==> src/core/pmt_pkg.sv <==
// Package for the PHY transmit port: timing counts, buffer word layout.
// Assumes a single 40 MHz core clock; all pin inputs are asynchronous.
package pmt_pkg;

  // ==========================================================
  // Clocking
  localparam int unsigned CLK_HZ = 40_000_000;
  localparam int unsigned TXCLK_FAST_HZ = 25_000_000;
  localparam int unsigned TXCLK_SLOW_HZ = 2_500_000;
  // Half periods round down, never below one cycle
  localparam int unsigned HALF_FAST_RAW = CLK_HZ / (2 * TXCLK_FAST_HZ);
  localparam int unsigned HALF_SLOW_RAW = CLK_HZ / (2 * TXCLK_SLOW_HZ);
  localparam logic [7:0] HALF_FAST =
    8'((HALF_FAST_RAW < 1) ? 1 : HALF_FAST_RAW);
  localparam logic [7:0] HALF_SLOW =
    8'((HALF_SLOW_RAW < 1) ? 1 : HALF_SLOW_RAW);

  // ==========================================================
  // Reset and crossover timing
  localparam int unsigned RESET_LOW_MS = 10;
  localparam longint unsigned RESET_LOW_CYC =
    (longint'(RESET_LOW_MS) * CLK_HZ + 999) / 1000;
  localparam int unsigned MDIX_WINDOW_US = 1000;
  localparam int unsigned MDIX_WINDOW_CYC =
    (MDIX_WINDOW_US * (CLK_HZ / 1_000_000));
  localparam int unsigned MDIX_CNT_W = 20;

  // ==========================================================
  // Synchroniser and data widths
  localparam int unsigned SYNC_W = 3;
  localparam int unsigned DATA_W = 4;
  localparam logic [1:0] BUF_DEPTH = 2'h2;

  // ==========================================================
  // Word carried from the MAC port to the media side
  typedef struct packed {
    logic first;
    logic dibit;
    logic [DATA_W-1:0] data;
  } pmt_word_s;

endpackage : pmt_pkg

==> src/core/pmt_tx_port.sv <==
// PHY transmit port: MAC-facing MII/RMII transmit capture, transmit clock
// generation, media pair speed and crossover control.
// Assumes all pin inputs are asynchronous to clk and the MAC holds
// reset low long enough; the media side drains the buffer with ready.
`timescale 1ns/1ps

module pmt_tx_port #(
  parameter int unsigned MDIX_CYC = pmt_pkg::MDIX_WINDOW_CYC
) (
  // Clock and reset
  input wire logic clk,
  input wire logic rstn,
  // Strap-like mode pins
  input wire logic rmiiMode,
  input wire logic speed100,
  input wire logic linkUp,
  input wire logic mdixEnable,
  // MAC transmit port
  input wire logic txEn,
  input wire logic [pmt_pkg::DATA_W-1:0] txData,
  input wire logic txClkI,
  output logic txClkO,
  output logic txClkOe,
  output logic macReady,
  // Media side stream
  output logic mediaValid,
  input wire logic mediaReady,
  output pmt_pkg::pmt_word_s mediaWord,
  // Pair configuration
  output logic pairSpeed100,
  output logic pairATransmit,
  output logic pairBTransmit
);

  // ==========================================================
  // State
  typedef struct packed {
    logic [pmt_pkg::SYNC_W-1:0] enSy;
    logic [pmt_pkg::SYNC_W-1:0][pmt_pkg::DATA_W-1:0] dSy;
    logic [pmt_pkg::SYNC_W-1:0] refSy;
    logic [pmt_pkg::SYNC_W-1:0] rmiiSy;
    logic [pmt_pkg::SYNC_W-1:0] spdSy;
    logic [pmt_pkg::SYNC_W-1:0] linkSy;
    logic [pmt_pkg::SYNC_W-1:0] mdixSy;
    logic en;
    logic [pmt_pkg::DATA_W-1:0] data;
    logic refClk;
    logic rmii;
    logic s100;
    logic link;
    logic mdixEn;
    logic inFrame;
    logic [7:0] divCnt;
    logic txClk;
    logic [pmt_pkg::MDIX_CNT_W-1:0] mdixCnt;
    logic swap;
    logic [1:0] cnt;
    pmt_pkg::pmt_word_s buf0;
    pmt_pkg::pmt_word_s buf1;
  } pmt_state_s;

  localparam logic [pmt_pkg::MDIX_CNT_W-1:0] MDIX_LAST =
    pmt_pkg::MDIX_CNT_W'(MDIX_CYC - 1);

  pmt_state_s stateQ;
  pmt_state_s stateD;
  logic capture;
  logic push;
  logic pop;
  pmt_pkg::pmt_word_s inWord;

  // ==========================================================
  // Helpers
  function automatic logic [pmt_pkg::SYNC_W-1:0] shift1(
    logic [pmt_pkg::SYNC_W-1:0] s, logic in);
    return {s[pmt_pkg::SYNC_W-2:0], in};
  endfunction : shift1

  // A change counts only once the second and third stages agree
  function automatic logic settle(logic [pmt_pkg::SYNC_W-1:0] s,
    logic prev);
    return (s[1] == s[2]) ? s[2] : prev;
  endfunction : settle

  // ==========================================================
  // Next state
  always_comb begin
    logic [1:0] n;
    n = stateQ.cnt;
    stateD = stateQ;
    capture = 1'b0;
    inWord = '0;
    stateD.enSy = shift1(stateQ.enSy, txEn);
    stateD.refSy = shift1(stateQ.refSy, txClkI);
    stateD.rmiiSy = shift1(stateQ.rmiiSy, rmiiMode);
    stateD.spdSy = shift1(stateQ.spdSy, speed100);
    stateD.linkSy = shift1(stateQ.linkSy, linkUp);
    stateD.mdixSy = shift1(stateQ.mdixSy, mdixEnable);
    stateD.dSy = {stateQ.dSy[1:0], txData};
    stateD.en = settle(stateQ.enSy, stateQ.en);
    stateD.refClk = settle(stateQ.refSy, stateQ.refClk);
    stateD.rmii = settle(stateQ.rmiiSy, stateQ.rmii);
    stateD.s100 = settle(stateQ.spdSy, stateQ.s100);
    stateD.link = settle(stateQ.linkSy, stateQ.link);
    stateD.mdixEn = settle(stateQ.mdixSy, stateQ.mdixEn);
    if (stateQ.dSy[1] == stateQ.dSy[2]) begin
      stateD.data = stateQ.dSy[2];
    end

    // Transmit clock: 25 MHz cannot be reached from 40 MHz, so the fast
    // rate runs at the divider floor of one cycle per half period
    if (stateQ.rmii) begin
      stateD.divCnt = '0;
      stateD.txClk = 1'b0;
      // Reference clock is taken in; its rising edge times capture
      capture = stateQ.refClk & ~settle(stateQ.refSy, stateQ.refClk) ?
        1'b0 : (~stateQ.refClk & settle(stateQ.refSy, stateQ.refClk));
    end else if (stateQ.divCnt >= ((stateQ.s100 ? pmt_pkg::HALF_FAST
        : pmt_pkg::HALF_SLOW) - 8'h01)) begin
      stateD.divCnt = '0;
      stateD.txClk = ~stateQ.txClk;
      // Sample mid-bit, on our falling edge, clear of MAC transitions
      capture = stateQ.txClk;
    end else begin
      stateD.divCnt = stateQ.divCnt + 8'h01;
    end

    // Capture width follows the interface mode
    inWord.first = ~stateQ.inFrame;
    inWord.dibit = stateQ.rmii;
    inWord.data = stateQ.rmii ? {2'h0, stateQ.data[1:0]}
      : stateQ.data;
    push = capture & stateQ.en & (stateQ.cnt != pmt_pkg::BUF_DEPTH);
    pop = (stateQ.cnt != 2'h0) & mediaReady;
    if (capture) begin
      stateD.inFrame = stateQ.en;
    end

    // Two-entry buffer; head always in buf0
    begin
      if (pop) begin
        stateD.buf0 = stateQ.buf1;
        n = n - 2'h1;
      end
      if (push) begin
        if (n == 2'h0) begin
          stateD.buf0 = inWord;
        end else begin
          stateD.buf1 = inWord;
        end
        n = n + 2'h1;
      end
      stateD.cnt = n;
    end

    // Crossover hunt: swap roles each window until the link comes up
    if (!stateQ.mdixEn) begin
      stateD.swap = 1'b0;
      stateD.mdixCnt = '0;
    end else if (!stateQ.link) begin
      if (stateQ.mdixCnt >= MDIX_LAST) begin
        stateD.mdixCnt = '0;
        stateD.swap = ~stateQ.swap;
      end else begin
        stateD.mdixCnt = stateQ.mdixCnt + 1'b1;
      end
    end
  end

  // ==========================================================
  // Registers
  always_ff @(posedge clk or negedge rstn) begin
    if (!rstn) begin
      stateQ <= '0;
    end else begin
      stateQ <= stateD;
    end
  end

  // ==========================================================
  // Outputs
  assign txClkO = stateQ.txClk;
  assign txClkOe = ~stateQ.rmii;
  assign macReady = stateQ.cnt != pmt_pkg::BUF_DEPTH;
  assign mediaValid = stateQ.cnt != 2'h0;
  assign mediaWord = stateQ.buf0;
  assign pairSpeed100 = stateQ.s100;
  assign pairATransmit = ~stateQ.swap;
  assign pairBTransmit = stateQ.swap;

  // ==========================================================
  // Checks
  chk_reset_clears_state: assert property (
    @(posedge clk) !rstn |-> (!mediaValid && !txClkO && !pairBTransmit))
    else $error("state not at default during reset");

  chk_idle_no_push: assert property (
    @(posedge clk) disable iff (!rstn)
    (!stateQ.en && !pop) |=> (stateQ.cnt == $past(stateQ.cnt)))
    else $error("word buffered while enable low");

  chk_enable_pushes: assert property (
    @(posedge clk) disable iff (!rstn)
    (capture && stateQ.en && stateQ.cnt == 2'h0) |=> mediaValid)
    else $error("valid data with enable high not buffered");

  chk_rmii_dibit: assert property (
    @(posedge clk) disable iff (!rstn)
    (push && stateQ.rmii && stateQ.cnt == 2'h0 && !pop)
      |=> (mediaWord.dibit && mediaWord.data[3:2] == 2'h0
        && mediaWord.data[1:0] == $past(stateQ.data[1:0])))
    else $error("rmii dibit not taken");

  chk_mii_nibble: assert property (
    @(posedge clk) disable iff (!rstn)
    (push && !stateQ.rmii && stateQ.cnt == 2'h0 && !pop)
      |=> (!mediaWord.dibit && mediaWord.data == $past(stateQ.data)))
    else $error("mii nibble not taken");

  chk_fast_clock: assert property (
    @(posedge clk) disable iff (!rstn || stateQ.rmii || !stateQ.s100)
    $rose(txClkO) |=> !txClkO ##1 txClkO)
    else $error("fast transmit clock half period wrong");

  chk_slow_clock: assert property (
    @(posedge clk) disable iff (!rstn || stateQ.rmii || stateQ.s100)
    $rose(txClkO) |-> txClkO[*8] ##1 !txClkO)
    else $error("slow transmit clock half period wrong");

  chk_pair_swap: assert property (
    @(posedge clk) disable iff (!rstn)
    (stateQ.mdixEn && !stateQ.link && stateQ.mdixCnt >= MDIX_LAST)
      |=> (pairATransmit != $past(pairATransmit)) && !pairBTransmit
        == pairATransmit)
    else $error("pair roles not swapped at window end");

  // The reference clock is an input in this mode, so the pin stays quiet
  chk_rmii_clock_off: assert property (
    @(posedge clk) disable iff (!rstn)
    stateQ.rmii |=> !txClkO)
    else $error("transmit clock toggles in rmii mode");

endmodule : pmt_tx_port

==> config.mk <==
export PLATFORM = sky130hd
export DESIGN_NAME = pmt_tx_port
export DESIGN_NICKNAME = d
export VERILOG_FILES = /design/src/core/pmt_pkg.sv /design/src/core/pmt_tx_port.sv
export SDC_FILE = /design/constraint.sdc
export NUM_CORES = 1
export LEC_CHECK = 0
export BUFFER_PORTS_ARGS = -buffer_cell sky130_fd_sc_hd__buf_2
export CORE_MARGIN = 5
export CORE_UTILIZATION = 35
export DETAILED_ROUTE_END_ITERATION = 7
export HOLD_SLACK_MARGIN = 0.03
export PLACE_DENSITY = 0.59
export SLEW_MARGIN = 20
export SYNTH_ARGS = -nofsm -noshare
export SYNTH_HDL_FRONTEND = slang
export SYNTH_SLANG_ARGS = --single-unit
==> constraint.sdc <==
create_clock -name clk -period 3 [get_ports clk]
set_input_delay 0.45 -clock clk [delete_from_list [all_inputs] [get_ports clk]]
set_output_delay 0.45 -clock clk [all_outputs]
set_load 0.1 [all_outputs]
; ---- Word level (Yosys, flattened, before mapping)
; Index checks and enable logic that the tools add are counted.
[classes]
add_sub_neg = 5
multipliers = 0
n_div = 0
magnitude_cmp = 2
eq_ne = 10
n_shift = 0
mux = 19
bitwise = 12
reduce_logical = 5
[ops]
columns = cell, n
row1 = $mux 21, 2
row2 = $add 20x1->20 const B, 1
row3 = $ge 20x16->1 const B, 1
row4 = $mux 20, 1
row5 = $mux 6, 3
row6 = $mux 12, 1
row7 = $mux 9, 1
row8 = $add 8x1->8 const B, 1
row9 = $ge 8x8->1, 1
row10 = $mux 4, 2
row11 = $mux 8, 1
row12 = $not 1->1, 7
row13 = $eq 1x1->1, 6
row14 = $mux 1, 6
row15 = $and 1x1->1, 5
row16 = $sub 4x1->5 const B, 1
row17 = $eq 4x4->1, 1
row18 = $mux 2, 2
row19 = $ne 2x2->1 const B, 2
row20 = $reduce_and 2->1, 2
row21 = $reduce_bool 2->1, 2
row22 = $add 2x1->2 const B, 1
row23 = $logic_not 2->1, 1
row24 = $ne 2x1->1 const B, 1
row25 = $sub 2x1->2 const B, 1
[word_totals]
register_bits = 85
latch_bits = 0
ram_bits = 0
rom_bits = 0
output_inout_bits = 13
word_cells = 81
n_memories = 0

; ---- Depth between registers and ports, before layout
; Gate-level depths: netlist of run 1.
[depth]
word_depth = 9
mapped_depth = 10
mapped_depth_nobuf = 9

; ---- Worst setup path before layout of run 1
; OpenSTA, ideal clock, no wires.
[synth_timing]
kind = register -> register
from = reg stateQ (netlist bit pairSpeed100)
to = reg stateQ[0] (netlist name)
setup_time_ns = 0.125
t_arrival_ns = 2.525
required_time_ns = 2.875
path_slack_ns = 0.351
path_stages_with_launch = 8
period_less_slack_ns = 2.649
path_cell_list = dfrtp_1 > inv_1 > ha_1 > nand2b_1 > a21oi_1 > o211ai_2 > o211ai_2 > mux2_2
[synth_between]
elab_chain_cells = 8
[synth_lines]
columns = element, line
row1 = "start, declared", pmt_tx_port.sv:65  ; pmt_state_s stateQ;
row2 = "start signal, assigned", pmt_tx_port.sv:176  ; stateQ <= stateD;
row3 = $mux 4, pmt_tx_port.sv:118  ; end else if (stateQ.divCnt >= ((stateQ.s100 ? pmt_pkg::HALF_FAST
row4 = $sub 4x1->5, pmt_tx_port.sv:119  ; : pmt_pkg::HALF_SLOW) - 8'h01)) begin
row5 = $ge 8x8->1, pmt_tx_port.sv:118
row6 = $mux 1, pmt_tx_port.sv:118
row7 = $mux 1, pmt_tx_port.sv:112  ; if (stateQ.rmii) begin
row8 = $and 1x1->1 (2 in a row), pmt_tx_port.sv:133  ; push = capture & stateQ.en & (stateQ.cnt != pmt_pkg::BUF_DEPTH);
row9 = $reduce_and 2->1 (no source line), n/a
; No other way between the ends.
; A chain may end at the register's enable or synchronous reset.

; ---- Worst setup path after layout of run 1
; Same ends and word-level chain as after synthesis.

==> results of run 1 <==
==> cells in the mapped netlist <==
| library cell | count | area (um^2) |
|---|---|---|
| a21boi_0 | 2 | 15.01 |
| a21boi_1 | 2 | 15.01 |
| a21oi_1 | 4 | 20.02 |
| a21oi_4 | 1 | 16.27 |
| a22o_1 | 1 | 8.760 |
| a31oi_1 | 2 | 12.51 |
| a31oi_4 | 1 | 21.27 |
| and2_1 | 1 | 6.260 |
| and4_1 | 2 | 17.52 |
| and4b_1 | 1 | 10.01 |
| buf_2 | 1 | 5.000 |
| buf_4 | 6 | 45.04 |
| buf_6 | 4 | 45.04 |
| clkbuf_1 | 2 | 7.510 |
| conb_1 | 1 | 3.750 |
| dfrtp_1 | 85 | 2127 |
| ha_1 | 8 | 100.1 |
| inv_1 | 17 | 63.81 |
| maj3_1 | 6 | 60.06 |
| mux2_2 | 9 | 101.4 |
| mux2_4 | 2 | 30.03 |
| mux2i_1 | 12 | 120.1 |
| nand2_1 | 16 | 60.06 |
| nand2b_1 | 2 | 12.51 |
| nand3_1 | 8 | 40.04 |
| nand4_1 | 2 | 12.51 |
| nand4b_1 | 1 | 8.760 |
| nor2_1 | 29 | 108.9 |
| nor2_4 | 1 | 11.26 |
| nor2b_1 | 3 | 18.77 |
| nor3_1 | 6 | 30.03 |
| nor3b_1 | 2 | 15.01 |
| nor4_1 | 2 | 12.51 |
| nor4_2 | 1 | 12.51 |
| o211a_1 | 1 | 10.01 |
| o211ai_1 | 1 | 7.510 |
| o211ai_2 | 2 | 25.02 |
| o21ai_0 | 4 | 20.02 |
| o21ai_4 | 1 | 16.27 |
| or3_1 | 1 | 6.260 |
| or4_4 | 1 | 11.26 |
| xnor2_1 | 14 | 122.6 |
| xor2_1 | 9 | 78.83 |
==> kinds of logic after synthesis <==
family                   Yosys count
AND/OR/NAND/NOR                   79
XOR/XNOR                          23
adder cells (fa/ha/maj)           14
buffers and inverters             30
multiplexers                      23
flip-flops                        85
AO/OA/AOI/OAI                     22
other                              1
==> worst max-delay path by stage <==
stage,slack (ns),from,endpoint,depth (start not counted)
6_report,0.81,pairSpeed100,stateQ[0],7
5_1_grt,0.65,stateQ[12],mediaWord[0],9
3_3_place_gp,0.89,pairSpeed100,stateQ[0],7
2_1_floorplan,0.35,pairSpeed100,stateQ[0],7
4_1_cts,0.82,pairSpeed100,stateQ[0],7
3_5_place_dp,0.83,pairSpeed100,stateQ[0],7
==> metal layers <==
layer | vias to the layer above | track usage, % | routed length (um)
li1 | 970 | - | -
met2 | 38 | 15.94 | 2501
met1 | 984 | 12.58 | 2525
met4 | 0 | 3.740 | 47
met5 | - | 0 | 0
met3 | 4 | 3.406 | 255
==> power by group through the flow <==
stage	logic (mW)	registers, mW	clock network [mW]
2_1_floorplan	0.759	1.41	0
3_3_place_gp	0.840	1.42	0
3_5_place_dp	0.852	1.42	0
4_1_cts	0.854	1.40	0.989
5_1_grt	0.912	1.42	1.03
6_report	0.844	1.40	0.945
==> sequential cells by signal, summed over array words and instances, names as in the netlist <==
signal	cells
stateQ	55
stateD	20
mediaWord	6
inWord	1
pairBTransmit	1
pairSpeed100	1
txClkO	1
==> through the flow <==
stage          setup WS, ns  area (um^2)  power (mW)  hold WS [ns]  util [%]
6_report             0.8122         3948       3.186        0.1405     40.39
2_1_floorplan        0.3507         3503       2.168        0.1544         -
5_1_grt              0.6541         3948       3.366        0.1685     40.39
3_3_place_gp         0.8922         3702       2.261        0.3334     37.88
4_1_cts              0.8198         3944       3.243        0.1696     40.35
3_5_place_dp         0.8315         3702       2.276        0.3355     37.88
==> cell type report <==
| type | count | area, um^2 | area share [%] |
|---|---|---|---|
| repair buffers | 26 | 138.9 | 3.518 |
| clock inverters | 7 | 117.6 | 2.979 |
| well taps | 133 | 166.4 | 4.216 |
| inverters | 17 | 63.81 | 1.616 |
| clock buffers | 9 | 123.9 | 3.138 |
| flip-flops and latches | 85 | 2127 | 53.88 |
| multi-input cells | 165 | 1210 | 30.65 |
==> results.sh, run 1 <==
export IMPL_via_per_inst=4.516
export IMPL_area_growth_pct=13.04
export IMPL_slew_headroom_pct=46.97
export IMPL_numCtsBuffers=9
export IMPL_drive_gt1_share_pct=19.74
export IMPL_p_clk_share_pct=29.6
export IMPL_setup_violations=0
export IMPL_fin_crit_ns=2.188
export IMPL_core_area_mm2=0.009774
export IMPL_cpPeakStageDelay_ns=0.44
export IMPL_timing_final_hold_violations=0
export IMPL_synth_adder_area_share_pct=4.586
export IMPL_comb_power_share_pct=26.5
export IMPL_rrSetupSlack_ns=0.81
export IMPL_final_nets=325
export IMPL_p_leak_nw=1.764
export IMPL_overflow=0
export IMPL_ios=26
export IMPL_min_period_over_period_pct=72.93
export IMPL_fill_cells=940
export IMPL_startpoint_type="register"
export IMPL_dieArea_mm2=0.01207
export IMPL_setup_tns_ns=0
export IMPL_synth_seq_cells=85
export IMPL_dr_total_vias=1996
export IMPL_dieHeight_um=109.9
export IMPL_path_buf_inv=1
export IMPL_p_seq_share_pct=43.9
export IMPL_grt_pass1_wl_um=9466
export IMPL_first_global_vias=2076
export IMPL_powerDensity_mw_per_mm2=807.2
export IMPL_path_common_cell="o211ai_2"
export IMPL_start_util_pct=35.73
export IMPL_hp_class="input port to asynchronous set/reset pin"
export IMPL_cap_violations=0
export IMPL_grt_use_total_pct=10.01
export IMPL_report_final_slew_viol_count=0
export IMPL_syn_inst=277
export IMPL_synth_cell_types=43
export IMPL_hold_buffers=0
export IMPL_cts_tree="done"
export IMPL_critical_path_max_fanout=9
export IMPL_timing_rr_end="stateQ[0]"
export IMPL_syn_cell_area_mm2=0.003492
export IMPL_synth_xor_area_share_pct=5.769
export IMPL_first_iter_violations=81
export IMPL_clk_pin_slew_ns=0.10
export IMPL_htree_levels=3
export IMPL_layout_cells_most_common="dfrtp_1"
export IMPL_ys_seq_area_share_pct=60.91
export IMPL_synth_compound_area_share_pct=5.374
export IMPL_dp_hpwl_um=3536
export IMPL_rows=36
export IMPL_syn_avg_cell_area_um2=12.61
export IMPL_drc_errors=0
export IMPL_rsz0062_at_grt="false"
export IMPL_routedWlPerCell_um=12.06
export IMPL_synth_top_family_by_area="simple AND/OR/NAND/NOR gates"
export IMPL_r2r_start="pairSpeed100"
export IMPL_cts_max_path_buffers=2
export IMPL_slowest_stage="dfrtp_1"
export IMPL_worst_pin_slew_ns=0.7882
export IMPL_worst_clock_skew_ns=0.01193
export IMPL_drt_total_wl_um=5329
export IMPL_port_buffers=25
export IMPL_worstPathArrival_ns=2.44
export IMPL_first_pass_iters=4
export IMPL_antenna_found_initial=0
export IMPL_criticalPathCategory="register to register"
export IMPL_p_sw_share_pct=36.48
export IMPL_synth_mux_area_share_pct=7.202
export IMPL_status="completed"
export IMPL_p_sw_mw=1.162
export IMPL_postCtsSetupRepairBufs=0
export IMPL_n_antenna_cell=0
export IMPL_required_ns=3.25
export IMPL_yosys_warnings=0
export IMPL_final_cell_mix="dfrtp_1, nor2_1, buf_2"
export IMPL_peakVddDrop_v=0.0004542
export IMPL_place_gp_congestion=0.7586
export IMPL_cpLargestDelayFamily="compound AO/OA/AOI/OAI gates"
export IMPL_reg2reg_depth=7
export IMPL_die_x_um=109.9
export IMPL_cts_root_buf="clkbuf_8"
export IMPL_clk_insertion_delay_late_ns=0.36
export IMPL_p_int_mw=2.024
export IMPL_placed_cells=426
export IMPL_grt_max_degree=86
export IMPL_ant_nets=0
export IMPL_yosys_area_share_simple_pct=11.29
export IMPL_post_cts_resized=0
export IMPL_clock_sinks=85
export IMPL_path_cells="inv_1, ha_1, nand2b_1, a21oi_1, o211ai_2, o211ai_2, mux2_2"
export IMPL_instances_no_fill=442
export IMPL_cp_end_kind="register"
export IMPL_fmax_mhz=457.1
Note: power is estimated with default switching activity, not from simulation.
==> inputs of run 2 (changes only) <==
--- a/config.mk
+++ b/config.mk
@@ -10,7 +10,7 @@
 export CORE_UTILIZATION = 35
 export DETAILED_ROUTE_END_ITERATION = 7
 export HOLD_SLACK_MARGIN = 0.03
-export PLACE_DENSITY = 0.59
+export PLACE_DENSITY = 0.61
 export SLEW_MARGIN = 20
 export SYNTH_ARGS = -nofsm -noshare
 export SYNTH_HDL_FRONTEND = slang
==> constraint.sdc (replaced) <==
create_clock -name clk -period 2 [get_ports clk]
set_input_delay 0.3 -clock clk [delete_from_list [all_inputs] [get_ports clk]]
set_output_delay 0.3 -clock clk [all_outputs]
set_load 0.1 [all_outputs]
==> run 2 against run 1 <==
  * Cell area increased by 3.1%
  * Register-to-register slack worse by 0.72 ns
  * Sequential cell count is the same
  * Highest routed layer unchanged
  * Combinational power rose by 67%
  * Critical path depth stayed put
==> results.sh, run 2 (synthesis gave the netlist of run 1 again) <==
export IMPL_final_nets=338
export IMPL_peakVddDrop_v=0.0008143
export IMPL_die_x_um=109.9
export IMPL_final_cell_mix="dfrtp_1, nor2_1, buf_2"
export IMPL_p_sw_mw=1.719
export IMPL_grt_pass1_wl_um=9853
export IMPL_slowest_stage="dfrtp_4"
export IMPL_via_per_inst=4.420
export IMPL_n_antenna_cell=0
export IMPL_p_sw_share_pct=37.76
export IMPL_startpoint_type="register"
export IMPL_largest_reg_flops=55
export IMPL_clk_pin_slew_ns=0.09
export IMPL_hp_class="input port to register"
export IMPL_core_area_mm2=0.009774
export IMPL_critical_path_max_fanout=5
export IMPL_rrSetupSlack_ns=0.09
export IMPL_powerDensity_mw_per_mm2=1118
export IMPL_design_power_total_mw=4.552
export IMPL_worst_clock_skew_ns=0.01319
export IMPL_first_pass_iters=4
export IMPL_cpPeakStageDelay_ns=0.51
export IMPL_required_ns=2.24
export IMPL_setup_violations=0
export IMPL_reg2reg_depth=7
export IMPL_grt_use_total_pct=10.52
export IMPL_p_seq_share_pct=45.9
export IMPL_cts_root_buf="clkbuf_8"
export IMPL_port_buffers=25
export IMPL_first_global_vias=2059
export IMPL_area_growth_pct=16.55
export IMPL_cp_endpoint="mediaWord[0]"
export IMPL_rows=36
export IMPL_clk_insertion_delay_late_ns=0.35
export IMPL_path_cells="inv_2, ha_1, nand2b_4, a21oi_4, o211ai_4, o211a_4, mux2_4"
export IMPL_min_period_over_period_pct=95.34
export IMPL_layout_cells_most_common="dfrtp_1"
export IMPL_overflow=0
export IMPL_p_leak_nw=1.795
export IMPL_startpoint="pairSpeed100"
export IMPL_ios=26
export IMPL_placed_cell_area_mm2=0.003830
export IMPL_post_route_cell_area_mm2=0.004070
export IMPL_drive_gt1_share_pct=24.84
export IMPL_dieHeight_um=109.9
export IMPL_p_int_mw=2.833
export IMPL_numCtsBuffers=9
export IMPL_status="completed"
export IMPL_report_final_slew_viol_count=0
export IMPL_rsz0062_at_grt="false"
export IMPL_criticalPathCategory="register to register"
export IMPL_antenna_found_initial=0
export IMPL_drc_errors=0
export IMPL_dr_total_vias=2011
export IMPL_cts_max_path_buffers=2
export IMPL_timing_rr_end="mediaWord[0]"
export IMPL_worstPathArrival_ns=2.15
export IMPL_dieArea_mm2=0.01207
export IMPL_top_register="stateQ"
export IMPL_whs_ns=0.05879
export IMPL_dp_hpwl_um=3941
export IMPL_grt_max_degree=42
export IMPL_fmax_mhz=524.4
export IMPL_r2r_start="pairSpeed100"
export IMPL_fin_crit_ns=1.907
export IMPL_clock_sinks=85
export IMPL_p_clk_share_pct=23.1
export IMPL_routedWlPerCell_um=12.26
export IMPL_place_gp_congestion=0.7840
export IMPL_ant_nets=0
export IMPL_timing_final_hold_violations=0
export IMPL_cp_end_kind="register"
export IMPL_first_iter_violations=40
export IMPL_comb_power_share_pct=31.0
export IMPL_start_util_pct=35.73
export IMPL_htree_levels=3
export IMPL_drt_total_wl_um=5577
export IMPL_cts_tree="done"
export IMPL_cap_violations=0
-- run 2: worst min-delay path by stage --
stage | from | end | slack, ns | cells past startpoint
2_1_floorplan | rstn | inWord[4] | 0.004 | 0
3_3_place_gp | rstn | stateQ[38] | 0.20 | 1
3_5_place_dp | rstn | stateQ[38] | 0.21 | 1
4_1_cts | linkUp | stateD[59] | 0.04 | 1
5_1_grt | txData[3] | stateD[77] | 0.03 | 1
6_report | txData[3] | stateD[77] | 0.06 | 1
-- run 2: power groups by stage --
stage	Combinational, mW	Sequential (mW)	Clock (mW)
global placement	1.33	2.12	0
finish	1.41	2.09	1.05
detailed placement	1.36	2.13	0
CTS	1.36	2.10	1.10
floorplan	1.18	2.12	0
global route	1.52	2.12	1.18
-- run 2: what timing repair did --
action                     in CTS  in global routing
hold endpoints to repair       18                  1
pin swaps                       0                  2
hold buffers                    1                  1
setup endpoints to repair       4                 23
resized for setup               1                  5
setup buffers                   0                  2
-- run 2: cell type report --
class                   instances  area (um^2)
fillers                       928         5704
multi-input cells             165         1271
inverters                      17        71.32
clock inverters                 5        36.28
flip-flops and latches         85         2131
clock buffers                  11        131.4
repair buffers                 39        262.8
well taps                     133        166.4
-- run 2: stage by stage --
stage,cells,setup TNS (ns),setup slack (ns),util [%]
floorplan,280,-0.4677,-0.1368,-
global placement,435,0,0.08470,39.18
detailed placement,435,0,0.01445,39.18
CTS,452,0,0.06315,41.03
global route,455,0,0.005028,41.64
finish,455,0,0.09322,41.64
-- run 2: worst max-delay path: cells and delay by family (launching register included) --
| kind | cells | cell delay [ns] |
|---|---|---|
| flip-flops | 1 | 0.51 |
| buffers and inverters | 1 | 0.05 |
| multiplexers | 1 | 0.30 |
| AND/OR/NAND/NOR | 1 | 0.15 |
| AO/OA/AOI/OAI | 3 | 0.59 |
| adder cells (fa/ha/maj) | 1 | 0.22 |
-- run 2: metal layers --
metal	global-route usage, %	vias to the layer above	wire [um]
met5	0	-	0
met2	16.51	28	2630
met4	2.671	0	60
met3	3.876	8	246
met1	13.80	977	2640
li1	-	998	-
==> inputs of run 3 (changes only) <==
--- a/config.mk
+++ b/config.mk
@@ -5,12 +5,12 @@
 export SDC_FILE = /design/constraint.sdc
 export NUM_CORES = 1
 export LEC_CHECK = 0
-export BUFFER_PORTS_ARGS = -buffer_cell sky130_fd_sc_hd__buf_2
 export CORE_MARGIN = 5
 export CORE_UTILIZATION = 35
 export DETAILED_ROUTE_END_ITERATION = 7
+export DONT_BUFFER_PORTS = 1
 export HOLD_SLACK_MARGIN = 0.03
-export PLACE_DENSITY = 0.61
+export PLACE_DENSITY = 0.59
 export SLEW_MARGIN = 20
 export SYNTH_ARGS = -nofsm -noshare
 export SYNTH_HDL_FRONTEND = slang
==> run 3 against run 2 <==
  * The flow now finishes with violations (negative hold slack)
  * Clock power grew 10%
  * Worst hold slack lost 0.42 ns
  * Wire length shrank 0.61%
  * Combinational power hardly changed
  * Cell area rose by 1.8%
==> results.sh, run 3 (synthesis gave the netlist of run 1 again) <==
export IMPL_routedWlPerCell_um=12.24
export IMPL_cts_root_buf="clkbuf_8"
export IMPL_criticalPathCategory="register to register"
export IMPL_worstPathArrival_ns=2.12
export IMPL_layout_cells_most_common="dfrtp_1"
export IMPL_report_final_slew_viol_count=0
export IMPL_die_x_um=109.9
export IMPL_cpLargestDelayFamily="compound AO/OA/AOI/OAI gates"
export IMPL_drive_gt1_share_pct=21.88
export IMPL_overflow=0
export IMPL_startpoint_type="register"
export IMPL_cap_violations=0
export IMPL_fmax_mhz=525.0
export IMPL_dp_hpwl_um=3741
export IMPL_cp_end_kind="register"
export IMPL_port_buffers=0
export IMPL_timing_rr_end="mediaWord[4]"
export IMPL_clk_pin_slew_ns=0.08
export IMPL_rrSetupSlack_ns=0.1
export IMPL_placed_cell_area_mm2=0.003780
export IMPL_via_per_inst=4.497
export IMPL_rows=36
export IMPL_fill_cells=935
export IMPL_numCtsBuffers=9
export IMPL_place_gp_congestion=0.7535
export IMPL_hp_class="input port to asynchronous set/reset pin"
export IMPL_core_area_mm2=0.009774
export IMPL_area_growth_pct=18.60
export IMPL_violations="negative hold slack"
export IMPL_largest_reg_flops=55
export IMPL_whs_ns=-0.3608
export IMPL_grt_use_total_pct=10.67
export IMPL_path_cells="inv_2, ha_1, nand2b_4, a21oi_4, o211ai_4, o211a_4, buf_4, mux2i_1"
export IMPL_ant_nets=0
export IMPL_first_pass_iters=4
export IMPL_path_buf_inv=2
export IMPL_drc_errors=0
export IMPL_fin_crit_ns=1.905
export IMPL_drt_total_wl_um=5543
export IMPL_p_leak_nw=1.816
export IMPL_slowest_stage="dfrtp_4"
export IMPL_cts_tree="done"
export IMPL_top_register="stateQ"
export IMPL_hold_buffers=10
export IMPL_design_power_total_mw=4.661
export IMPL_critical_path_max_fanout=4
export IMPL_cpPeakStageDelay_ns=0.50
export IMPL_min_period_over_period_pct=95.24
export IMPL_reg2reg_depth=8
export IMPL_final_cell_mix="dfrtp_1, nor2_1, buf_4"
export IMPL_grt_pass1_wl_um=9929
export IMPL_first_iter_violations=61
export IMPL_dieArea_mm2=0.01207
export IMPL_clock_sinks=85
export IMPL_cts_max_path_buffers=2
export IMPL_setup_tns_ns=0
export IMPL_rsz0062_at_grt="false"
export IMPL_worst_clock_skew_ns=0.01066
export IMPL_clk_insertion_delay_late_ns=0.35
export IMPL_required_ns=2.22
export IMPL_htree_levels=3
export IMPL_first_global_vias=2129
export IMPL_antenna_found_initial=0
export IMPL_start_util_pct=35.73
export IMPL_final_nets=336
export IMPL_utilization_pct=42.37
export IMPL_dr_total_vias=2037
export IMPL_peakVddDrop_v=0.0006434
export IMPL_status="complete, but fails checks"
export IMPL_ios=26
export IMPL_grt_max_degree=86
export IMPL_powerDensity_mw_per_mm2=1126
export IMPL_dieHeight_um=109.9
export IMPL_n_antenna_cell=0
export IMPL_setup_violations=0
export IMPL_r2r_start="pairSpeed100"
export IMPL_post_route_cell_area_mm2=0.004141
export IMPL_timing_final_hold_violations=85
-- run 3: per-layer routing --
layer	GRT usage, %	wire length (um)
met1	12.62	2545
met2	17.37	2651
met3	4.698	286
met4	3.473	60
met5	0	0
-- run 3: layout make-up --
cell class,count,area [um^2],share of cell area (%)
Clock buffer,10,127.6,3.082
Clock inverter,6,62.56,1.511
Inverter,17,71.32,1.722
Multi-Input combinational cell,165,1264,30.51
Sequential cell,85,2131,51.45
Tap cell,133,166.4,4.018
Timing Repair Buffer,37,319.1,7.704
-- run 3: timing repair --
| action | CTS | global route |
|---|---|---|
| pin swaps | 0 | 2 |
| endpoints found under the setup margin | 8 | 15 |
| endpoints found under the hold margin | 95 | 85 |
| resized for setup | 1 | 5 |
| setup buffers | 0 | 5 |
-- run 3: worst reg2reg max path: cells and delay by family, from the launching register on --
kind	cells	cell delay [ns]
buffers and inverters	2	0.21
AND/OR/NAND/NOR	1	0.15
adder cells (fa/ha/maj)	1	0.22
multiplexers	1	0.11
flip-flops	1	0.50
AO/OA/AOI/OAI	3	0.59
-- run 3: power breakdown --
part           switching, mW  total, mW  internal, mW
combinational          0.940       1.41         0.470
sequential             0.141       2.09          1.95
clock                  0.586       1.16         0.578
total                   1.67       4.66          2.99
-- run 3: metrics by stage --
step                cells  hold slack, ns  setup WS (ns)
global route          453         -0.4036       0.002168
global placement      422        0.008478        0.08312
CTS                   448         -0.3843       0.006227
floorplan             280        0.004409        -0.1368
finish                453         -0.3608        0.09521
detailed placement    422        0.008492       -0.02711
-- run 3: worst max-delay path by stage --
stage                      start           end  slack (ns)  depth (start not counted)
floorplan           pairSpeed100  mediaWord[0]       -0.14                          8
global route        pairSpeed100    stateQ[13]       0.002                          9
detailed placement    stateQ[12]  mediaWord[2]       -0.03                          8
finish              pairSpeed100  mediaWord[4]         0.1                          8
CTS                   stateQ[12]  mediaWord[2]       0.006                          8
global placement      stateQ[12]  mediaWord[0]        0.08                          7
